### src/sar_ctl_consts.svh
// Constants of the converter start, search and bus control block.
// Assumes one system clock of 50 ns; counts are in its cycles, the sample gap in half cycles.
`ifndef SAR_CTL_CONSTS_SVH
`define SAR_CTL_CONSTS_SVH
`define SAR_CLK_PERIOD_NS 50
`define SAR_RESULT_BITS 8
`define SAR_PHASE_BITS 3
`define SAR_PHASE_LAST 3'h7
`define SAR_STEPS 8
`define SAR_CONV_CYCLES 64
`define SAR_SET_PULSE 4'h8
`define SAR_MSB_MASK 8'h80
`define SAR_LSB_MASK 8'h01
`define SAR_ZERO_CODE 8'h00
`define SAR_FULL_SCALE 8'hFF
`define SAR_PIN_IDLE 3'h7
`define SAR_SAMPLE_GAP_HALVES 9
`define SAR_SAMPLE_GAP_CYCLES (`SAR_SAMPLE_GAP_HALVES / 2)
`define SAR_DONE_PULSE_NS 300
`define SAR_DONE_PULSE_CYCLES (`SAR_DONE_PULSE_NS / `SAR_CLK_PERIOD_NS)
`endif

### src/sar_ctl_pkg.sv
// Types of the converter start, search and bus control block.
// Assumes nothing beyond a SystemVerilog compiler.
`default_nettype none
package sar_ctl_pkg;
  // Sequencer states; st_start is the internal start flag being set
  typedef enum logic [1:0] {st_idle, st_start, st_search, st_report} seq_state_type;
endpackage
`default_nettype wire

### src/sar_adc_start_and_bus_control.sv
// Start, successive-approximation sequencing and bus control of an 8-bit converter.
// Assumes the external converter clock is clk_sys_in and that the analog ladder and
// comparator sit outside, driven by trial_code_out and answering on compare_in.
// Functional notes
// - MSB first, eight steps, sixty-four clocks
// - Latch binary result, then assert done low
// - New start aborts running conversion
// - Done fed to start gives continuous conversion
// - Start strobe fall clears register and chain
// - Select and strobe low hold reset
// - Search begins one to eight clocks later
// - Start flag clears chain and done flag
// - Flag clears on tick without start condition
// - Result moves to latch before done flag
// - Done set pulse lasts eight clocks
// - Continuous mode shrinks done pulse
// - Select and read clear done, drive data
// - All three controls are active low
// - Negative input sampled 4.5 clocks later (strobe here comes 4 clocks after the positive one)
// - Reversed inputs give all-zero code
// - Asynchronous start latched, waits for phase
`include "sar_ctl_consts.svh"
`default_nettype none
module sar_adc_start_and_bus_control #(
  parameter int RESULT_BITS = `SAR_RESULT_BITS
) (
  input wire logic clk_sys_in, // External converter clock
  input wire logic reset_n_in, // Synchronous reset, active low
  input wire logic chip_select_n_in, // Chip select pin
  input wire logic start_n_in, // Start strobe pin (write)
  input wire logic read_n_in, // Read strobe pin
  input wire logic compare_in, // Comparator: input at or above trial code
  input wire logic inputs_reversed_in, // Negative input at or above positive
  output logic [RESULT_BITS-1:0] trial_code_out, // Code driving the ladder
  output logic sample_pos_out, // Pulse: sample positive input
  output logic sample_neg_out, // Pulse: sample negative input
  output logic [RESULT_BITS-1:0] data_out, // Result latch onto data pins
  output logic data_oe_out, // Data pins driven while high
  output logic conversion_done_n_out // Completion output, active low
);
  // Pin synchronisers; idle high because every control is active low
  logic [2:0] cs_sync; // Chip select stages
  logic [2:0] wr_sync; // Start strobe stages
  logic [2:0] rd_sync; // Read strobe stages
  logic cs_n; // Settled chip select
  logic wr_n; // Settled start strobe
  logic rd_n; // Settled read strobe
  logic wr_n_prev; // Strobe one cycle ago for edge detect
  // Sequencer
  sar_ctl_pkg::seq_state_type state; // Start flag and search state
  logic [`SAR_PHASE_BITS-1:0] phase; // Internal clock phase, ext clock / 8
  logic [RESULT_BITS-1:0] approximation_register; // Trial bits
  logic [RESULT_BITS-1:0] token_chain; // One-hot sequencing shift register
  logic [RESULT_BITS-1:0] result_latch; // Output latch
  logic [3:0] set_count; // Remaining cycles of the done set pulse
  logic done_flag; // Completion flag
  logic [2:0] neg_gap; // Cycles until the negative sample
  logic cmp_s1; // Comparator first stage
  logic cmp_s2; // Comparator second stage
  logic cmp_s3; // Comparator third stage
  logic compare; // Settled comparator level
  logic rev_s1; // Reversed-input first stage
  logic rev_s2; // Reversed-input second stage
  logic rev_s3; // Reversed-input third stage
  logic reversed; // Settled reversed-input level

  // A level only moves once the last two stages agree, filtering glitches
  function automatic logic settle(input logic prev, input logic s2, input logic s3);
    settle = (s2 == s3) ? s3 : prev;
  endfunction

  // Decoded conditions; strobe ones from settled levels, tick from the phase
  wire start_cond = !cs_n && !wr_n;
  wire read_cond = !cs_n && !rd_n;
  wire wr_fall = wr_n_prev && !wr_n;
  wire tick = (phase == `SAR_PHASE_LAST); // Internal clock edge
  wire launch = (state == sar_ctl_pkg::st_start) && tick && !start_cond;
  wire step = (state == sar_ctl_pkg::st_search) && tick;
  wire finish = step && token_chain[0];
  // Keep the tested bit only if the input is at or above the trial code
  wire [RESULT_BITS-1:0] kept = compare ? approximation_register : (approximation_register & ~token_chain);
  wire [RESULT_BITS-1:0] final_code = reversed ? `SAR_ZERO_CODE : kept;

  // Three-stage pin synchronisers
  always_ff @(posedge clk_sys_in) begin
    if (!reset_n_in) begin
      cs_sync <= `SAR_PIN_IDLE;
      wr_sync <= `SAR_PIN_IDLE;
      rd_sync <= `SAR_PIN_IDLE;
      {cmp_s1, cmp_s2, cmp_s3} <= 3'h0;
      {rev_s1, rev_s2, rev_s3} <= 3'h0;
    end else begin
      cs_sync <= {cs_sync[1:0], chip_select_n_in};
      wr_sync <= {wr_sync[1:0], start_n_in};
      rd_sync <= {rd_sync[1:0], read_n_in};
      {cmp_s3, cmp_s2, cmp_s1} <= {cmp_s2, cmp_s1, compare_in};
      {rev_s3, rev_s2, rev_s1} <= {rev_s2, rev_s1, inputs_reversed_in};
    end
  end

  // Settled levels
  always_ff @(posedge clk_sys_in) begin
    if (!reset_n_in) begin
      cs_n <= 1'b1;
      wr_n <= 1'b1;
      rd_n <= 1'b1;
      wr_n_prev <= 1'b1;
      compare <= 1'b0;
      reversed <= 1'b0;
    end else begin
      cs_n <= settle(cs_n, cs_sync[1], cs_sync[2]);
      wr_n <= settle(wr_n, wr_sync[1], wr_sync[2]);
      rd_n <= settle(rd_n, rd_sync[1], rd_sync[2]);
      wr_n_prev <= wr_n;
      compare <= settle(compare, cmp_s2, cmp_s3);
      reversed <= settle(reversed, rev_s2, rev_s3);
    end
  end

  // Free-running internal phase; its position gives the 1..8 clock start delay
  always_ff @(posedge clk_sys_in) begin
    if (!reset_n_in) begin
      phase <= '0;
    end else begin
      phase <= phase + 1'b1;
    end
  end

  // Start flag and search sequencer
  always_ff @(posedge clk_sys_in) begin
    if (!reset_n_in) begin
      state <= sar_ctl_pkg::st_idle;
      approximation_register <= `SAR_ZERO_CODE;
      token_chain <= `SAR_ZERO_CODE;
    end else if (start_cond) begin
      // Held here for any pulse width; also aborts a running search
      state <= sar_ctl_pkg::st_start;
      approximation_register <= `SAR_ZERO_CODE;
      token_chain <= `SAR_ZERO_CODE;
    end else if (wr_fall) begin
      // Strobe fall without select still clears the search
      state <= sar_ctl_pkg::st_idle;
      approximation_register <= `SAR_ZERO_CODE;
      token_chain <= `SAR_ZERO_CODE;
    end else if (launch) begin
      // Flag clears only on a tick after the start condition is gone
      state <= sar_ctl_pkg::st_search;
      approximation_register <= `SAR_MSB_MASK;
      token_chain <= `SAR_MSB_MASK;
    end else if (finish) begin
      state <= sar_ctl_pkg::st_report;
      approximation_register <= final_code;
      token_chain <= `SAR_ZERO_CODE;
    end else if (step) begin
      // Decide this bit, then try the next lower one
      approximation_register <= kept | (token_chain >> 1);
      token_chain <= token_chain >> 1;
    end else if (state == sar_ctl_pkg::st_report && set_count == 4'h1) begin
      state <= sar_ctl_pkg::st_idle;
    end
  end

  // Result latch and done flag; set wins over the read clear
  always_ff @(posedge clk_sys_in) begin
    if (!reset_n_in) begin
      result_latch <= `SAR_ZERO_CODE;
      set_count <= 4'h0;
      done_flag <= 1'b0;
    end else begin
      if (finish) begin
        result_latch <= final_code;
      end
      if (start_cond || wr_fall) begin
        set_count <= 4'h0;
      end else if (finish) begin
        set_count <= `SAR_SET_PULSE;
      end else if (set_count != 4'h0) begin
        set_count <= set_count - 4'h1;
      end
      if (start_cond) begin
        done_flag <= 1'b0;
      end else if (set_count != 4'h0) begin
        done_flag <= 1'b1;
      end else if (read_cond) begin
        done_flag <= 1'b0;
      end
    end
  end

  // Analog sample strobes; the half cycle is met by the ladder on the falling edge
  always_ff @(posedge clk_sys_in) begin
    if (!reset_n_in) begin
      sample_pos_out <= 1'b0;
      sample_neg_out <= 1'b0;
      neg_gap <= 3'h0;
    end else begin
      sample_pos_out <= launch;
      sample_neg_out <= (neg_gap == 3'h1);
      if (launch) begin
        neg_gap <= 3'(`SAR_SAMPLE_GAP_CYCLES);
      end else if (neg_gap != 3'h0) begin
        neg_gap <= neg_gap - 3'h1;
      end
    end
  end

  // Pin outputs; data only driven during a selected read
  assign trial_code_out = approximation_register;
  assign data_out = result_latch;
  assign data_oe_out = read_cond;
  assign conversion_done_n_out = !done_flag;

  // Helper: cycles since the search began
  logic [6:0] conv_cycles;
  always_ff @(posedge clk_sys_in) begin
    if (!reset_n_in || launch) begin
      conv_cycles <= 7'h0;
    end else if (conv_cycles != 7'h7F) begin
      conv_cycles <= conv_cycles + 7'h1;
    end
  end

  conv_length_a: assert property (@(posedge clk_sys_in) disable iff (!reset_n_in)
    finish |-> conv_cycles == 7'(`SAR_CONV_CYCLES - 1))
    else $error("search did not take sixty-four clocks");

  latch_before_done_a: assert property (@(posedge clk_sys_in) disable iff (!reset_n_in)
    finish && !start_cond ##1 !start_cond |-> data_out == $past(final_code) ##1 !conversion_done_n_out)
    else $error("result not latched before done asserted");

  done_width_a: assert property (@(posedge clk_sys_in) disable iff (!reset_n_in)
    $fell(conversion_done_n_out) && !start_cond |-> (!conversion_done_n_out || start_cond)[*8])
    else $error("done pulse shorter than eight clocks");

  hold_reset_a: assert property (@(posedge clk_sys_in) disable iff (!reset_n_in)
    start_cond |=> state == sar_ctl_pkg::st_start && token_chain == 8'h00)
    else $error("search progressed during start condition");

  start_delay_a: assert property (@(posedge clk_sys_in) disable iff (!reset_n_in)
    state == sar_ctl_pkg::st_start && !start_cond ##1 (!start_cond)[*8] |-> state != sar_ctl_pkg::st_start)
    else $error("search did not begin within eight clocks");

  start_clears_done_a: assert property (@(posedge clk_sys_in) disable iff (!reset_n_in)
    start_cond |=> conversion_done_n_out)
    else $error("start did not clear done");

  read_drives_a: assert property (@(posedge clk_sys_in) disable iff (!reset_n_in)
    cs_sync[2:1] == 2'b00 && rd_sync[2:1] == 2'b00 |=> data_oe_out)
    else $error("data enable does not follow select and read");

  read_clears_a: assert property (@(posedge clk_sys_in) disable iff (!reset_n_in)
    read_cond && set_count == 4'h0 && !start_cond |=> conversion_done_n_out)
    else $error("read did not clear done");

  neg_sample_a: assert property (@(posedge clk_sys_in) disable iff (!reset_n_in)
    sample_pos_out |-> ##4 sample_neg_out)
    else $error("negative sample not four clocks after positive");

  zero_code_a: assert property (@(posedge clk_sys_in) disable iff (!reset_n_in)
    finish && reversed |=> data_out == 8'h00)
    else $error("reversed inputs gave nonzero code");

  wr_fall_clear_a: assert property (@(posedge clk_sys_in) disable iff (!reset_n_in)
    wr_fall |=> approximation_register == 8'h00 && token_chain == 8'h00)
    else $error("strobe fall did not clear search");

  // The latch only moves at the end of a search, so a read sees the last result
  latch_hold_a: assert property (@(posedge clk_sys_in) disable iff (!reset_n_in)
    !finish |=> $stable(data_out))
    else $error("output latch changed without a finished search");
endmodule
`default_nettype wire

### config.mk
export PLATFORM = sky130hd
export DESIGN_NAME = sar_adc_start_and_bus_control
export DESIGN_NICKNAME = d
export VERILOG_FILES = /design/src/sar_ctl_pkg.sv /design/src/sar_adc_start_and_bus_control.sv
export VERILOG_INCLUDE_DIRS = /design/src /design/src/src
export SDC_FILE = /design/constraint.sdc
export NUM_CORES = 1
export LEC_CHECK = 0
export ABC_AREA = 1
export BUFFER_PORTS_ARGS = -buffer_cell sky130_fd_sc_hd__clkbuf_2
export CAP_MARGIN = 10
export CORE_UTILIZATION = 40
export DETAILED_ROUTE_END_ITERATION = 7
export SLEW_MARGIN = 20
export SYNTH_ARGS = -nofsm -noshare
export SYNTH_HDL_FRONTEND = slang
export SYNTH_SLANG_ARGS = --single-unit
### constraint.sdc
create_clock -name clk_sys_in -period 1.6 [get_ports clk_sys_in]
set_input_delay 0.08 -clock clk_sys_in [delete_from_list [all_inputs] [get_ports clk_sys_in]]
set_output_delay 0.08 -clock clk_sys_in [all_outputs]
set_load 0.005 [all_outputs]
==> reports/qor.txt, run 1 <==
Post-synth top area share -> 0.493
Status -> finished clean
Final Hold Violating Endpoints -> 0
Total number of vias -> 2,035
Die height -> 80.0 um
Non-filler cells, final -> 435
Overall Global Routing Usage -> 0.164
Commonest non-fill, non-tap cells in the layout -> nand2_1, dfxtp_1, inv_1, a21oi_1, nor2_1
RSZ-0062 raised after global routing -> false
Max Slew Vio Count -> 0
First-pass GRT wire length -> 7.93 mm
Core Area -> 5890 um^2
DP HPWL -> 3.23 mm
Post-layout util -> 0.506
Top cells by area, synth -> dfxtp_1, nand2_1, a21oi_1
Rel. slew slack -> 0.523
Worst-margin pin slew -> 0.715 ns
Clock Tree Buf Depth -> 2
Ant diodes -> 0
ANT nets after route -> 0
Worst Hold Class -> input port to register
Fin area -> 2980 um^2
Yosys warning count -> 0
Wirelength per Cell -> 10.8 um
Vias in the first global route -> 1,762
Crit start category -> register
Dpl ws -> -0.00125 ns
Worst vdd ir -> 0.597 mV
PD cells -> 1110 nW/um^2
Fmax -> 695 MHz
CTS tree -> built
Seq cells post-synth -> 60
Final period utilization -> 0.900
Initial core utilization -> 0.414
CTS sink cnt -> 60
Inst Count DP -> 409
IO buf count -> 26
Initial drt markers -> 122
Area Growth Syn to Fin -> 22.2%
Worst path cell trace -> ha_1 -> ha_4 -> nand3_1 -> nor2_2 -> buf_4 -> nor2_1 -> nand3_1 -> nand2_1 -> nor2_1
Sequential share of the synthesized area -> 0.493
Worst-path maximum fanout -> 5
Mapped Nets -> 324
Final setup fails -> 0
Drt total wl -> 4.70 mm
Clock latency on the worst-skew pair -> 0.32 ns
Max cap viols -> 0
DP Area -> 2660 um^2
# rows -> 28
Post-synth cell types -> 27
Largest net degree at the start of global routing -> 25
Clock root buffer -> clkbuf_8
Mean area per synthesized cell -> 7.88 um^2
Congestion Overflow GR -> 0
Skew final -> 0.00529 ns
Die area -> 6410 um^2
Final RePlAce weighted congestion -> 0.775
Vias/cell -> 4.68
IO Count -> 27
Final worst setup slack -> 0.161 ns
Fin crit period -> 1.44 ns
Synthesized area -> 2440 um^2
CP arrival -> 1.71 ns
Crit path kind -> register to register
Share of cells above drive strength 1 -> 0.200
Most common cell after layout, fill and taps aside -> nand2_1
CP required -> 1.87 ns
Die Wd -> 80.0 um
Leak -> 1.34 nW
Clock transition at path regs -> 0.07 ns
Post-Syn Instances -> 309
Worst Setup End Kind -> register
Crit-path slowest cell -> dfxtp_1
CTS buffer count -> 9
CP peak stage delay -> 0.33 ns
Post-synth top area cell -> dfxtp_1
Initial antenna violation count -> 0
TritonRoute pass-1 iters -> 7
Final #Nets -> 370
CTS H-tree depth -> 3
DRC viols -> 0
[power breakdown]
| part | total, W | internal (W) | switching (W) |
|---|---|---|---|
| Sequential | 0.00158 | 0.00155 | 0.0000294 |
| Combinational | 0.000257 | 0.000115 | 0.000141 |
| Clock | 0.00148 | 0.000912 | 0.000564 |
[cell type report]
cell class              instances  area (um^2)
repair buffers                 43          270
fillers                       584         2910
flip-flops and latches         60         1200
well taps                      75         93.8
clock buffers                  11          141
clock inverters                 5         75.1
inverters                      44          165
multi-input cells             197         1030
[repair_timing]
action,in CTS,in global routing
hold buffers,5,0
gates cloned,0,0
setup endpoints to repair,2,26
buffers inserted,3,2
gates resized for setup,0,3
pin swaps,1,3
endpoints found under the hold margin,5,0
[final timing paths]
kind	cells after the start	start	slack, ns	to
min	3	reset_n_in	0.08	rev_s1$_SDFF_PN0_
min reg2reg	2	cmp_s1$_SDFF_PN0_	0.41	cmp_s2$_SDFF_PN0_
max	9	phase[0]$_SDFF_PN0_	0.16	state[0]$_SDFFE_PN0P_
max reg2reg	9	phase[0]$_SDFF_PN0_	0.16	state[0]$_SDFFE_PN0P_
[worst max-delay path: cells and delay by family (launching register included)]
kind,cells,cell delay [ns]
adder cells (fa/ha/maj),2,0.37
buffers and inverters,1,0.16
flip-flops,1,0.33
AND/OR/NAND/NOR,6,0.52
[per-layer routing]
layer,global-route usage,share of wire,wire [um],up-vias
met5,0,0,0,-
met4,0.0804,0.017,78,0
met3,0.0457,0.038,180,9
met1,0.208,0.50,2340,904
met2,0.255,0.45,2100,46
li1,-,-,-,1076
[cells in the mapped netlist]
cell and n:
ha_1 8, nor2_4 2, inv_2 1, o211a_1 1, nand2_1 62, nand4_4 1, nor3_1 4, nor2_2 2
xor2_1 3, o211ai_1 4, dfxtp_1 60, buf_6 3, nor2_1 34, inv_1 42, o21bai_2 1, o21ai_0 8
buf_4 1, nand2_2 2, a21oi_1 42, or2_2 9, clkinv_1 1, buf_2 1, nand3_1 10, o21bai_1 1
clkbuf_1 3, nor4_1 1, a21boi_0 2
[cells by family after synthesis]
family	count (synthesis)	synth area share
and+or+nand+nor	127	0.231
AOI/OAI and AO/OA	59	0.133
adders and majority gates	8	0.0411
xor gates and xnor gates	3	0.0108
DFF	60	0.493
buffers and inverters	52	0.0914
[registers in the layout (all words and copies together) (netlist names), 2 cells and up]
| register | count |
|---|---|
| state | 2 |
| phase | 3 |
| data_out | 8 |
| set_count | 4 |
| neg_gap | 3 |
| rd_sync | 3 |
| cs_sync | 3 |
| trial_code_out | 8 |
| wr_sync | 3 |
| token_chain | 8 |
[per-stage QoR]
stage                     total power (W)  hold WS [ns]  TNS (ns)
after floorplan                   0.00181         0.178         0
after global placement            0.00185         0.261         0
after detailed placement          0.00187         0.267  -0.00125
after CTS                         0.00336        0.0817         0
after global routing              0.00347         0.105         0
final                             0.00332        0.0843         0
(Power assumes the default switching activity.)
==> inputs of run 2 (changes only) <==
Settings changed: CELL_PAD_IN_SITES_DETAIL_PLACEMENT set to 0, CELL_PAD_IN_SITES_GLOBAL_PLACEMENT set to 1, PLACE_DENSITY_LB_ADDON set to 0.1.
==> reports/qor.txt, run 2 (same netlist as run 1, synthesis figures left out) <==
Status -> finished clean (unchanged)
CTS sink cnt -> 60 (unchanged)
Final period utilization -> 0.944 (was 0.900)
Final setup fails -> 0 (unchanged)
Inst Count DP -> 407 (was 409)
Final #Nets -> 364 (was 370)
DRC viols -> 0 (unchanged)
Filler Cells Inserted -> 615 (was 584)
Top cell by count, worst path -> nor2_2
Area taken by multi-input logic gates -> 1020 um^2 (was 1030 um^2)
Ant diodes -> 0 (unchanged)
PD cells -> 1070 nW/um^2 (was 1110 nW/um^2)
Initial drt markers -> 117 (was 122)
Clock transition at path regs -> 0.08 ns (was 0.07 ns)
Fmax -> 662 MHz (was 695 MHz)
Drt total wl -> 4.91 mm (was 4.70 mm)
Wirelength per Cell -> 11.4 um (was 10.8 um)
Die height -> 80.0 um (unchanged)
Rel. slew slack -> 0.562 (was 0.523)
Area Growth Syn to Fin -> 19.2% (was 22.2%)
Share of cells above drive strength 1 -> 0.195 (was 0.200)
IO Count -> 27 (unchanged)
Worst Hold Class -> input port to register (unchanged)
TritonRoute pass-1 iters -> 4 (was 7)
ANT nets after route -> 0 (unchanged)
CTS H-tree depth -> 3 (unchanged)
Initial core utilization -> 0.414 (unchanged)
Dpl ws -> -0.00700 ns (was -0.00125 ns)
Clock latency on the worst-skew pair -> 0.33 ns (was 0.32 ns)
Crit path kind -> register to register (unchanged)
Max cap viols -> 0 (unchanged)
Max Slew Vio Count -> 0 (unchanged)
Overall Global Routing Usage -> 0.173 (was 0.164)
CP required -> 1.86 ns (was 1.87 ns)
Final Hold Violating Endpoints -> 0 (unchanged)
IO buf count -> 26 (unchanged)
Vias in the first global route -> 1,810 (was 1,762)
Die area -> 6410 um^2 (unchanged)
Non-filler cells, final -> 429 (was 435)
Final worst setup slack -> 0.0899 ns (was 0.161 ns)
Crit start category -> register (unchanged)
Die Wd -> 80.0 um (unchanged)
Worst Setup End Kind -> register (unchanged)
Worst reg-to-reg setup slack -> 0.09 ns (was 0.16 ns)
Worst vdd ir -> 0.636 mV (was 0.597 mV)
Final RePlAce weighted congestion -> 0.739 (was 0.775)
Top Family by Delay on Critical Path -> simple AND/OR/NAND/NOR gates (unchanged)
Worst path cell trace -> ha_1 -> ha_2 -> nand3_1 -> nor2_2 -> nor2_2 -> nand2_2 -> a21oi_1 (was ha_1 -> ha_4 -> nand3_1 -> nor2_2 -> buf_4 -> nor2_1 -> nand3_1 -> nand2_1 -> nor2_1)
# rows -> 28 (unchanged)
Congestion Overflow GR -> 0 (unchanged)
RSZ-0062 raised after global routing -> false (unchanged)
Crit path buffers/inverters -> 0 (was 1)
Vias/cell -> 4.62 (was 4.68)
Fin crit period -> 1.51 ns (was 1.44 ns)
Worst-path maximum fanout -> 7 (was 5)
Reg area -> 1200 um^2 (unchanged)
First-pass GRT wire length -> 8.38 mm (was 7.93 mm)
CP peak stage delay -> 0.32 ns (was 0.33 ns)
Worst-margin pin slew -> 0.656 ns (was 0.715 ns)
CTS buffer count -> 9 (unchanged)
Core Area -> 5890 um^2 (unchanged)
Crit-path slowest cell -> dfxtp_1 (unchanged)
Initial antenna violation count -> 0 (unchanged)
DP HPWL -> 3.42 mm (was 3.23 mm)
CP arrival -> 1.77 ns (was 1.71 ns)
CTS tree -> built (unchanged)
Largest net degree at the start of global routing -> 25 (unchanged)
Skew final -> 0.00794 ns (was 0.00529 ns)
Total number of vias -> 1,981 (was 2,035)
Leak -> 1.27 nW (was 1.34 nW)
Clock Tree Buf Depth -> 2 (unchanged)
Commonest non-fill, non-tap cells in the layout -> nand2_1, dfxtp_1, inv_1, a21oi_1, nor2_1 (unchanged)
Clock root buffer -> clkbuf_8 (unchanged)
Most common cell after layout, fill and taps aside -> nand2_1 (unchanged)
## run 2: cell count changes in the layout (fill, tap and decap cells not counted), sizes merged
| cell | delta |
|---|---|
| clkinvlp | +4 |
| inv | +2 |
| buf | -6 |
| clkinv | -3 |
| clkbuf | -1 |
| bufinv | -2 |
## run 2: layout make-up
cell class                      count  share of cell area
Clock buffer                       10              0.0474
Clock inverter                      6              0.0164
Inverter                           44              0.0569
Multi-Input combinational cell    197               0.351
Sequential cell                    60               0.414
Tap cell                           75              0.0323
Timing Repair Buffer               37              0.0819
## run 2: where the power goes
part	switching (W)	total, W	internal (W)
registers	0.0000266	0.00158	0.00155
logic	0.000147	0.000261	0.000113
clock network	0.000639	0.00125	0.000614
total	0.000814	0.00309	0.00228
## run 2: tightest hold or removal path, stage by stage
cell      delay, ns
clkbuf_2       0.18
nand2_1        0.09
inv_1          0.03
## run 2: per-stage QoR
stage	setup TNS (ns)	utilization	hold WS [ns]	area, um^2	total power [W]
after floorplan	0	-	0.178	2440	0.00181
after global routing	0	0.493	0.0969	2900	0.00324
after CTS	0	0.492	0.0766	2900	0.00314
final	0	0.493	0.0915	2900	0.00309
after detailed placement	-0.00700	0.449	0.268	2640	0.00187
after global placement	0	0.449	0.264	2640	0.00186
## run 2: path summary, 6_finish.rpt
| path | from | endpoint | cells past startpoint |
|---|---|---|---|
| setup / recovery | phase[0]$_SDFF_PN0_ | token_chain[1]$_SDFFE_PP0N_ | 7 |
| hold / removal | reset_n_in | cmp_s1$_SDFF_PN0_ | 3 |
| setup reg to reg | phase[0]$_SDFF_PN0_ | token_chain[1]$_SDFFE_PP0N_ | 7 |
| hold reg to reg | wr_sync[0]$_SDFF_PN1_ | wr_sync[1]$_SDFF_PN1_ | 1 |
## run 2: what timing repair did
action / CTS / global route
pin swaps: 1 / 0
endpoints found under the hold margin: 5 / 0
hold buffers: 5 / 0
buffers inserted: 1 / 0
endpoints found under the setup margin: 2 / 19
resized for setup: 0 / 3
## run 2: metal layers
metal	vias up	part of all wire	global-route usage
met5	-	0	0
met4	0	0.011	0.0929
met3	5	0.041	0.0423
met2	40	0.41	0.244
met1	874	0.53	0.241
li1	1062	-	-
==> inputs of run 3 (changes only) <==
Settings changed: CORE_UTILIZATION 40 to 38.
Clock period 1.6 ns to 1.3 ns, I/O delays scaled along.
==> reports/qor.txt, run 3 (same netlist as run 1, synthesis figures left out) <==
Status -> complete, but fails checks (was finished clean)
Failing checks -> setup timing
Vias/cell -> 4.64 (was 4.62)
Post-layout util -> 0.529 (was 0.493)
Largest net degree at the start of global routing -> 16 (was 25)
Final RePlAce weighted congestion -> 0.752 (was 0.739)
Filler Cells Inserted -> 601 (was 615)
Clock latency on the worst-skew pair -> 0.34 ns (was 0.33 ns)
Worst path cell trace -> ha_4 -> ha_4 -> nand2_4 -> nor2_4 -> buf_12 -> nand2_4 -> nor2_4 -> nor2_1 -> a21oi_1 (was ha_1 -> ha_2 -> nand3_1 -> nor2_2 -> nor2_2 -> nand2_2 -> a21oi_1)
DP Area -> 2760 um^2 (was 2640 um^2)
Die height -> 82.1 um (was 80.0 um)
Setup TNS -> -0.811 ns (was 0 ns)
Total number of vias -> 2,046 (was 1,981)
Skew final -> 0.00605 ns (was 0.00794 ns)
TritonRoute pass-1 iters -> 4 (unchanged)
Logic pwr share -> 0.077 (was 0.084)
Clock share of power -> 0.453 (was 0.405)
CP required -> 1.57 ns (was 1.86 ns)
Wirelength per Cell -> 12.1 um (was 11.4 um)
Final period utilization -> 1.06 (was 0.944)
Dpl ws -> -0.106 ns (was -0.00700 ns)
CTS buffer count -> 9 (unchanged)
Reg area -> 1200 um^2 (about the same)
ANT nets after route -> 0 (unchanged)
Crit start category -> register (unchanged)
Clock transition at path regs -> 0.07 ns (was 0.08 ns)
Worst Hold Class -> input port to register (unchanged)
Area Growth Syn to Fin -> 31.5% (was 19.2%)
Worst vdd ir -> 0.806 mV (was 0.636 mV)
Max Slew Vio Count -> 0 (unchanged)
Drt total wl -> 5.33 mm (was 4.91 mm)
PD cells -> 1300 nW/um^2 (was 1070 nW/um^2)
Final setup fails -> 20 (was 0)
Initial drt markers -> 116 (was 117)
Net Sw Power -> 0.000932 W (was 0.000814 W)
Worst reg-to-reg setup slack -> -0.08 ns (was 0.09 ns)
Area taken by multi-input logic gates -> 1150 um^2 (was 1020 um^2)
DRC viols -> 0 (unchanged)
CTS H-tree depth -> 3 (unchanged)
Congestion Overflow GR -> 0 (unchanged)
Rel. slew slack -> 0.749 (was 0.562)
Share of cells above drive strength 1 -> 0.295 (was 0.195)
Reg power frac -> 0.470 (was 0.511)
Max cap viols -> 0 (unchanged)
Commonest non-fill, non-tap cells in the layout -> dfxtp_1, nand2_1, inv_1, a21oi_1, nor2_1 (was nand2_1, dfxtp_1, inv_1, a21oi_1, nor2_1)
Most common cell after layout, fill and taps aside -> dfxtp_1 (was nand2_1)
IO buf count -> 26 (unchanged)
Crit path kind -> register to register (unchanged)
First-pass GRT wire length -> 8.84 mm (was 8.38 mm)
DP HPWL -> 3.63 mm (was 3.42 mm)
Core Area -> 6060 um^2 (was 5890 um^2)
Worst-path maximum fanout -> 7 (unchanged)
Die Wd -> 82.1 um (was 80.0 um)
Switching Share -> 0.224 (was 0.263)
IO Count -> 27 (unchanged)
Vias in the first global route -> 1,890 (was 1,810)
Final Hold Violating Endpoints -> 0 (unchanged)
Clock root buffer -> clkbuf_8 (unchanged)
Initial core utilization -> 0.402 (was 0.414)
Ant diodes -> 0 (unchanged)
CP arrival -> 1.65 ns (was 1.77 ns)
Die area -> 6730 um^2 (was 6410 um^2)
RSZ-0062 raised after global routing -> true (was false)
CP peak stage delay -> 0.35 ns (was 0.32 ns)
Worst-margin pin slew -> 0.376 ns (was 0.656 ns)
# rows -> 28 (unchanged)
CTS tree -> built (unchanged)
Final #Nets -> 377 (was 364)
Top Family by Delay on Critical Path -> simple AND/OR/NAND/NOR gates (unchanged)
Initial antenna violation count -> 0 (unchanged)
Crit-path slowest cell -> dfxtp_2 (was dfxtp_1)
Overall Global Routing Usage -> 0.182 (was 0.173)
CTS sink cnt -> 60 (unchanged)
Fin area -> 3200 um^2 (was 2900 um^2)
Fin crit period -> 1.38 ns (was 1.51 ns)
Tot Pwr -> 0.00416 W (was 0.00309 W)
Internal -> 0.00323 W (was 0.00228 W)
Clock Tree Buf Depth -> 2 (unchanged)
Crit path buffers/inverters -> 1 (was 0)
Leak -> 1.44 nW (was 1.27 nW)
Final worst setup slack -> -0.0834 ns (was 0.0899 ns)
Fmax -> 723 MHz (was 662 MHz)
Worst Setup End Kind -> register (unchanged)
[run 3: power by group through the flow]
stage                     logic (W)  clock network, W  registers [W]
after detailed placement   0.000309                 0        0.00199
after floorplan            0.000243                 0        0.00199
final                      0.000320           0.00189        0.00196
after global placement     0.000303                 0        0.00200
after global routing       0.000386           0.00202        0.00196
after CTS                  0.000322           0.00193        0.00196
[run 3: worst reg2reg max path, stage by stage (launching register included)]
cell and delay (ns):
dfxtp_2 0.35, ha_4 0.13, ha_4 0.18, nand2_4 0.06, nor2_4 0.14, buf_12 0.15, nand2_4 0.06, nor2_4 0.10
nor2_1 0.04, a21oi_1 0.10
[run 3: area by class of cell]
type,count,area share
inverters,44,0.0515
clock inverters,4,0.0226
flip-flops and latches,60,0.376
multi-input cells,197,0.358
clock buffers,11,0.0472
repair buffers,50,0.115
well taps,75,0.0293
[run 3: per-stage QoR]
| step | std cells | hold WS (ns) |
|---|---|---|
| final | 441 | 0.00991 |
| after global routing | 441 | 0.0222 |
| after CTS | 442 | 0.00441 |
| after detailed placement | 416 | 0.252 |
| after global placement | 416 | 0.251 |
| after floorplan | 309 | 0.163 |
[run 3: timing repair]
item	CTS	global route
pin swaps	11	8
hold endpoints to repair	5	0
gates cloned	1	0
gates resized for setup	13	23
setup endpoints to repair	20	30
hold buffers	5	0
setup buffers	5	0
[run 3: worst paths after layout]
check / endpoint / start / cells past startpoint
worst max-delay path: trial_code_out[1]$_SDFFE_PP0P_ / phase[0]$_SDFF_PN0_ / 9
worst min-delay path: wr_n_prev$_SDFF_PN1_ / reset_n_in / 2
worst max register to register: trial_code_out[1]$_SDFFE_PP0P_ / phase[0]$_SDFF_PN0_ / 9
worst min register to register: rd_sync[1]$_SDFF_PN1_ / rd_sync[0]$_SDFF_PN1_ / 1
[run 3: per-layer routing]
layer  track usage  vias up  share of wire
met4        0.0895        0          0.020
met3        0.0556       10          0.036
met1         0.236      915           0.51
met5             0        -              0
li1              -     1084              -
met2         0.272       37           0.43
